<file path="config.mk">
export PLATFORM = sky130hd
export DESIGN_NAME = pmc_ctrl
export DESIGN_NICKNAME = d
export VERILOG_FILES = /design/src/inc/pmc_pkg.sv /design/src/rtl/pmc_sync.sv /design/src/rtl/pmc_ctrl.sv
export VERILOG_INCLUDE_DIRS = /design/src /design/src/inc
export SDC_FILE = /design/constraint.sdc
export NUM_CORES = 1
export LEC_CHECK = 0
export ABC_AREA = 1
export BUFFER_PORTS_ARGS = -buffer_cell sky130_fd_sc_hd__buf_4
export CAP_MARGIN = 20
export CORE_ASPECT_RATIO = 0.7
export CORE_MARGIN = 2
export CORE_UTILIZATION = 30
export DETAILED_ROUTE_END_ITERATION = 6
export PLACE_DENSITY = 0.51
export SETUP_SLACK_MARGIN = 0.02
export SYNTH_ARGS = -nofsm -noshare
export SYNTH_HDL_FRONTEND = slang
export SYNTH_SLANG_ARGS = --single-unit
</file>
<file path="constraint.sdc">
create_clock -name clk_i -period 2.1 [get_ports clk_i]
set_clock_uncertainty 0.2 [all_clocks]
set_input_delay 0.42 -clock clk_i [delete_from_list [all_inputs] [get_ports clk_i]]
set_output_delay 0.42 -clock clk_i [all_outputs]
set_load 0.02 [all_outputs]
</file>
<file path="src/inc/pmc_defs.svh">
// constants for the global power mode controller
`ifndef PMC_DEFS_SVH
`define PMC_DEFS_SVH
`define PMC_CLK_PERIOD_NS 100
`define PMC_SLEEP_WAKE_NS 25000
`define PMC_HIB_WAKE_NS 200000
// cycles that fit strictly inside each wake time
`define PMC_SLEEP_WAKE_MAX ((`PMC_SLEEP_WAKE_NS - 1) / `PMC_CLK_PERIOD_NS)
`define PMC_HIB_WAKE_MAX ((`PMC_HIB_WAKE_NS - 1) / `PMC_CLK_PERIOD_NS)
// two sync stages, entry to waking and exit to active lie outside the count
`define PMC_WAKE_LAT_CYC 4
`define PMC_SLEEP_WAKE_CYC (`PMC_SLEEP_WAKE_MAX - `PMC_WAKE_LAT_CYC)
`define PMC_HIB_WAKE_CYC (`PMC_HIB_WAKE_MAX - `PMC_WAKE_LAT_CYC)
`define PMC_CNT_W 12
`define PMC_REQ_ACTIVE 2'h0
`define PMC_REQ_ALT 2'h1
`define PMC_REQ_SLEEP 2'h2
`define PMC_REQ_HIB 2'h3
`define PMC_SUBSYS_W 8
`define PMC_SUB_CPU 0
`define PMC_SUB_I2C 1
`define PMC_SUB_CMP 2
`define PMC_TPL_RESET 8'hff
`endif

</file>
<file path="src/inc/pmc_pkg.sv">
// types for the global power mode controller
`default_nettype none
package pmc_pkg;
    typedef enum logic [2:0] {
        PMC_ACTIVE = 3'h0,
        PMC_ALT = 3'h1,
        PMC_SLEEP = 3'h3,
        PMC_HIB = 3'h2,
        PMC_WAKE = 3'h6
    } pmc_mode_e;

    typedef struct packed {
        logic comparator;
        logic port_interrupt_unit;
        logic i2c;
        logic rtc;
        logic central_timewheel;
        logic low_voltage_detect;
    } pmc_wake_s;

    typedef struct packed {
        logic external_reset_pin;
        logic low_voltage_detect;
        logic watchdog_reset;
    } pmc_rst_s;

    typedef struct packed {
        logic [1:0] req;
        logic req_wr;
        logic regs_off;
    } pmc_ctl_s;
endpackage
`default_nettype wire

</file>
<file path="src/rtl/pmc_sync.sv">
// two flip-flop synchroniser for a group of pin inputs
`timescale 1ns/1ps
`default_nettype none
module pmc_sync #(
    parameter int W = 1
) (
    input wire logic clk_i,
    input wire logic rst_i,
    input wire logic [W-1:0] d_i,
    output logic [W-1:0] q_o
);
    logic [W-1:0] meta_q;
    logic [W-1:0] sync_q;

    always_ff @(posedge clk_i) begin
        if (rst_i) begin
            meta_q <= '0;
            sync_q <= '0;
        end else begin
            meta_q <= d_i;
            sync_q <= meta_q;
        end
    end

    assign q_o = sync_q;
endmodule
`default_nettype wire

</file>
<file path="src/rtl/pmc_ctrl.sv">
// global power mode controller: mode select, gating, wake and reset qualify
`timescale 1ns/1ps
`default_nettype none
`include "pmc_defs.svh"

module pmc_ctrl
    import pmc_pkg::*;
(
    input wire logic clk_i,
    input wire logic rst_i,
    input wire pmc_ctl_s ctl_i,
    input wire logic [`PMC_SUBSYS_W-1:0] act_tpl_i,
    input wire logic [`PMC_SUBSYS_W-1:0] alt_tpl_i,
    input wire logic irq_i,
    input wire pmc_wake_s wake_pin_i,
    input wire pmc_rst_s rst_pin_i,
    output logic [2:0] mode_o,
    output logic [`PMC_SUBSYS_W-1:0] sub_en_o,
    output logic fast_clk_en_o,
    output logic slow_clk_en_o,
    output logic core_reg_en_o,
    output logic sys_reset_o,
    output logic wake_o
);
    typedef struct packed {
        pmc_mode_e mode;
        logic [`PMC_CNT_W-1:0] cnt;
        logic [`PMC_SUBSYS_W-1:0] sub_en;
        logic fast_clk;
        logic slow_clk;
        logic core_reg;
        logic sys_reset;
        logic wake;
        logic cpu_force;
        logic wr_q;
    } pmc_state_s;

    pmc_state_s s_q;
    pmc_state_s s_d;
    pmc_wake_s wk;
    pmc_rst_s rs;
    logic wake_hit;
    logic reset_hit;
    logic [`PMC_SUBSYS_W-1:0] tpl;
    logic [`PMC_SUBSYS_W-1:0] keep_sleep;

    // pins arrive from other domains; irq_i is already on clk_i
    pmc_sync #(.W(6)) u_wake_sync (
        .clk_i(clk_i),
        .rst_i(rst_i),
        .d_i(wake_pin_i),
        .q_o(wk)
    );
    pmc_sync #(.W(3)) u_rst_sync (
        .clk_i(clk_i),
        .rst_i(rst_i),
        .d_i(rst_pin_i),
        .q_o(rs)
    );

    always_comb begin
        keep_sleep = '0;
        keep_sleep[`PMC_SUB_I2C] = 1'b1;
        keep_sleep[`PMC_SUB_CMP] = 1'b1;
        // qualified wake and reset sources per mode
        wake_hit = 1'b0;
        reset_hit = 1'b0;
        case (s_q.mode)
            PMC_ACTIVE, PMC_ALT: begin
                wake_hit = irq_i;
                reset_hit = |rs;
            end
            PMC_SLEEP: begin
                wake_hit = |wk;
                reset_hit = |rs;
            end
            PMC_HIB: begin
                wake_hit = wk.port_interrupt_unit;
                reset_hit = rs.external_reset_pin;
            end
            default: begin
                // waking already: only resets still count
                wake_hit = 1'b0;
                reset_hit = |rs;
            end
        endcase
    end

    always_comb begin
        s_d = s_q;
        // both pulses drop after one cycle unless their source is still qualified
        s_d.wake = 1'b0;
        s_d.sys_reset = 1'b0;
        // register write completes one cycle before acting
        s_d.wr_q = ctl_i.req_wr;
        if (reset_hit) begin
            // a qualified source restarts in active, not a block reset
            s_d.mode = PMC_ACTIVE;
            s_d.sys_reset = 1'b1;
            s_d.cpu_force = 1'b0;
            s_d.cnt = '0;
        end else begin
            case (s_q.mode)
                PMC_ACTIVE, PMC_ALT: begin
                    if (s_q.mode == PMC_ALT && wake_hit) begin
                        s_d.mode = PMC_ACTIVE;
                        s_d.cpu_force = 1'b1;
                        s_d.wake = 1'b1;
                    end else if (s_q.wr_q) begin
                        s_d.cpu_force = 1'b0;
                        case (ctl_i.req)
                            `PMC_REQ_ACTIVE: s_d.mode = PMC_ACTIVE;
                            `PMC_REQ_ALT: s_d.mode = PMC_ALT;
                            `PMC_REQ_SLEEP: s_d.mode = PMC_SLEEP;
                            default: s_d.mode = PMC_HIB;
                        endcase
                    end else if (wake_hit) begin
                        s_d.cpu_force = 1'b1;
                        s_d.wake = 1'b1;
                    end
                end
                PMC_SLEEP: begin
                    if (wake_hit) begin
                        // count leaves room for the synchroniser delay
                        s_d.mode = PMC_WAKE;
                        s_d.cnt = `PMC_CNT_W'(`PMC_SLEEP_WAKE_CYC);
                    end
                end
                PMC_HIB: begin
                    if (wake_hit) begin
                        s_d.mode = PMC_WAKE;
                        // only the port interrupt unit gets here
                        s_d.cnt = `PMC_CNT_W'(`PMC_HIB_WAKE_CYC);
                    end
                end
                PMC_WAKE: begin
                    // settle regulators before releasing gates
                    if (s_q.cnt == '0) begin
                        s_d.mode = PMC_ACTIVE;
                        s_d.cpu_force = 1'b1;
                        s_d.wake = 1'b1;
                    end else begin
                        s_d.cnt = s_q.cnt - 1'b1;
                    end
                end
                default: s_d.mode = PMC_ACTIVE;
            endcase
        end
        // regulator clear honoured only in the active modes
        if (s_q.mode == PMC_ACTIVE || s_q.mode == PMC_ALT) begin
            s_d.core_reg = ~ctl_i.regs_off;
        end
        // template follows the mode being entered, so a wake
        // never spends a cycle on the wrong template
        if (s_d.mode == PMC_ALT) begin
            tpl = alt_tpl_i;
        end else begin
            tpl = act_tpl_i;
        end
        // cpu comes back whatever its template bit says
        if (s_d.cpu_force) begin
            tpl[`PMC_SUB_CPU] = 1'b1;
        end
        // low power modes override whatever the templates ask for
        case (s_d.mode)
            PMC_ACTIVE, PMC_ALT: begin
                s_d.sub_en = tpl;
                s_d.fast_clk = 1'b1;
                s_d.slow_clk = 1'b1;
            end
            PMC_SLEEP: begin
                s_d.sub_en = keep_sleep;
                s_d.fast_clk = 1'b0;
                s_d.slow_clk = 1'b1;
            end
            default: begin
                s_d.sub_en = '0;
                s_d.fast_clk = 1'b0;
                s_d.slow_clk = 1'b0;
            end
        endcase
        if (s_q.mode == PMC_ACTIVE && s_d.mode == PMC_ACTIVE) begin
            s_d.sub_en = tpl;
        end
    end

    // synchronous reset puts the device in active with all on
    always_ff @(posedge clk_i) begin
        if (rst_i) begin
            s_q <= '0;
            s_q.mode <= PMC_ACTIVE;
            s_q.sub_en <= `PMC_TPL_RESET;
            s_q.fast_clk <= 1'b1;
            s_q.slow_clk <= 1'b1;
            s_q.core_reg <= 1'b1;
            s_q.cpu_force <= 1'b1;
        end else begin
            s_q <= s_d;
        end
    end

    // every output comes straight from a flip-flop
    assign mode_o = s_q.mode;
    assign sub_en_o = s_q.sub_en;
    assign fast_clk_en_o = s_q.fast_clk;
    assign slow_clk_en_o = s_q.slow_clk;
    assign core_reg_en_o = s_q.core_reg;
    assign sys_reset_o = s_q.sys_reset;
    assign wake_o = s_q.wake;
endmodule
`default_nettype wire

</file>
==> impl_metrics.toml <==
[run_status]
status = "finished, final reports clean"

[grt]
use_met1_pct = 20.5
top_usage_layer = "met1"
grt_max_degree = 29
antenna_found_initial = 0
grt_pass1_vias = 1750
grt_pass1_wl_um = 8530
met2_usage_pct = 17.8
track_usage_pct = 13.3
met3_usage_pct = 3.42
grt_overflow = 0

[worst_setup_path]
crit_top_cell = "nand2_2"
critPathMaxFanout = 7
required_ns = 2.10
critPathLaunchType = "register"
r2r_start = "mode_o[2]"
end_kind = "register"
arrival_ns = 1.91
slowest_delay_ns = 0.48
path_cells = "inv_2 -> nand3_2 -> nand2_2 -> nand2_4 -> nand2_4 -> nand2_4 -> nand2_2 -> nand2_2 -> inv_4 -> nand2_2 -> inv_2 -> a21oi_1 -> nand2_1"
cp_slowest_cell = "dfxtp_1"
crit_type = "register to register"
crit_path_start = "mode_o[2]"

[hold_path]
hold_start = "ctl_i[0]"
hold_class = "input port to register"

[power]
power_w = 0.00185
power.density_nw_per_um2 = 678
cellLeakagePower_nw = 1.34
ir_drop_v = 0.000291

[floorplan]
fp.dieW_um = 108
die_height_um = 76.5
core_area_um2 = 7290
dieArea_um2 = 8240
start_util_pct = 30.9
ios = 48
row_count = 26

[synthesis]
syn_area_um2 = 2250
syn_inst = 304
yosys_most_used_dff = "dfxtp_1"
synth.area.top_cells = "dfxtp_1 (43%), inv_1 (7.8%), nand2_1 (7.7%), nor2_1 (6.3%), nand3_1 (5.5%)"
synth.avg_cell_area_um2 = 7.42
synth_top_area_cell = "dfxtp_1"
ys_ff_latch = 48
yosysUniqueCellTypes = 28
yosysMostFrequentCell = "dfxtp_1"
async_flop_share_pct = 0
ys_warn_count = 0
ys_top_cells_by_count = "dfxtp_1 (48), inv_1 (47), nand2_1 (46)"
synth.yosys.seq_area_share_pct = 42.6
synth_nets = 340
synth_edf_count = 0
synth_top_area_share_pct = 42.6

[routing]
vias = 1918
routed_wl_um = 5110
ant_nets = 0
detail_route.drc_violations = 0
drtIter0Drc = 69
firstDrtPassIters = 4
wire_per_inst_um = 11.5
vias_per_cell = 4.32

[layout]
syn_to_final_growth_pct = 21.3
n_fill_cell = 788
nets = 382
antenna_cells = 0
drive_above_1_share_pct = 25.7

[clock_network]
hold_buffers = 0
cts.path.max_buffers = 2
ctsResizeCount = 0
clock-root-buffer = "clkbuf_8"
htreeDepth = 2
cts_buffers = 5
path_clk_slew_ns = 0.09
post-cts-setup-buffers = 0
clock_latency_ns = 0.30
cts_tree = "built"
cts.sinks = 48

[placed_design]
dp_slack_ns = 0.194
place.gp.congestion = 0.856
io_buffer_count = 47
hpwl_um = 3960

[timing]
finalWorstSetupSlack_ns = 0.195
slew_violations = 0
whs_ns = 0.0947
slew_headroom_pct = 74.1
tightest_slew_ns = 0.387
fin_crit_ns = 1.90
grt_setup_unrepaired = "false"
fin_crit_sh_pct = 90.7
final-hold-violation-count = 0
fmax_ghz = 0.525
setup_viol_count_final = 0
setup_tns_ns = 0

[job]
maxCapViolCount = 0
stage by stage:
stage / std cells / utilization [%] / cell area [um2]
2_1_floorplan: 304 / - / 2250
3_3_place_gp: 437 / 36.4 / 2650
3_5_place_dp: 437 / 36.4 / 2650
4_1_cts: 444 / 37.5 / 2730
5_1_grt: 444 / 37.5 / 2730
6_report: 444 / 37.5 / 2730
worst max-delay path: cells and delay by family, from the launching register on:
kind / cells / cell delay [ns]
simple gates: 9 / 0.73
flops: 1 / 0.48
buf+inv: 3 / 0.24
compound gates: 1 / 0.15
cell type report:
class / instances / area [um2] / share of cell area [%]
multi-input cells: 185 / 978 / 35.8
inverters: 56 / 215 / 7.87
repair buffers: 50 / 375 / 13.7
clock buffers: 5 / 68.8 / 2.52
well taps: 98 / 123 / 4.49
flip-flops and latches: 48 / 961 / 35.1
clock inverters: 2 / 12.5 / 0.458
power breakdown:
part | internal [W] | leakage [nW] | switching [W]
clock network | 0.000226 | 0.0400 | 0.000313
logic | 0.000138 | 0.903 | 0.000203
registers | 0.000956 | 0.395 | 0.0000183
total | 0.00132 | 1.34 | 0.000534
layout by cell type, fill, tap and decap left out, types with 2 or more instances in the layout:
cell / count
inv_4: 2
nor2_8: 2
buf_4: 50
inv_1: 47
inv_2: 7
nor2_4: 4
nand2_4: 4
a31oi_1: 3
o21ai_1: 9
nand4_1: 2
o21ai_0: 9
nand3_1: 25
nand2_1: 46
nand3_2: 2
clkbuf_8: 5
nor2_1: 38
nand2_2: 7
a21oi_1: 17
dfxtp_1: 48
nor2_2: 2
nor3_1: 6
ha_1: 4
flip-flops by register name, indices dropped and copies added, names as in the netlist:
| name | count |
|---|---|
| u_rst_sync.q_o | 3 |
| fast_clk_en_o | 1 |
| u_wake_sync.q_o | 6 |
| u_wake_sync.meta_q | 6 |
| wake_o | 1 |
| u_rst_sync.meta_q | 3 |
| sub_en_o | 8 |
| slow_clk_en_o | 1 |
| mode_o | 3 |
| s_q | 14 |
| core_reg_en_o | 1 |
| sys_reset_o | 1 |
metal layers:
metal / wire (um) / share of wire, % / vias up
li1: - / - / 1021
met1: 2660 / 52 / 848
met2: 2050 / 40 / 44
met3: 346 / 6.8 / 5
met4: 43 / 0.84 / 0
met5: 0 / 0 / -
worst paths after layout:
kind	end	slack, ns	cells past startpoint
max reg2reg	sub_en_o[5]	0.20	13
min reg2reg	u_rst_sync.q_o[1]	0.21	2
max	sub_en_o[5]	0.20	13
min	core_reg_en_o	0.09	2
cell families (layout without fill, tap and decap cells):
logic type                 Yosys count  after routing  synth area share (%)
buffers and inverters               71            113                  14.0
and+or+nand+nor                    138            138                  30.6
DFF                                 48             48                  42.6
xor gates and xnor gates             1              1                 0.389
adders and majority gates            4              4                  2.22
AOI/OAI and AO/OA                   42             42                  10.2
No activity file was read; power rests on OpenSTA's default activity.
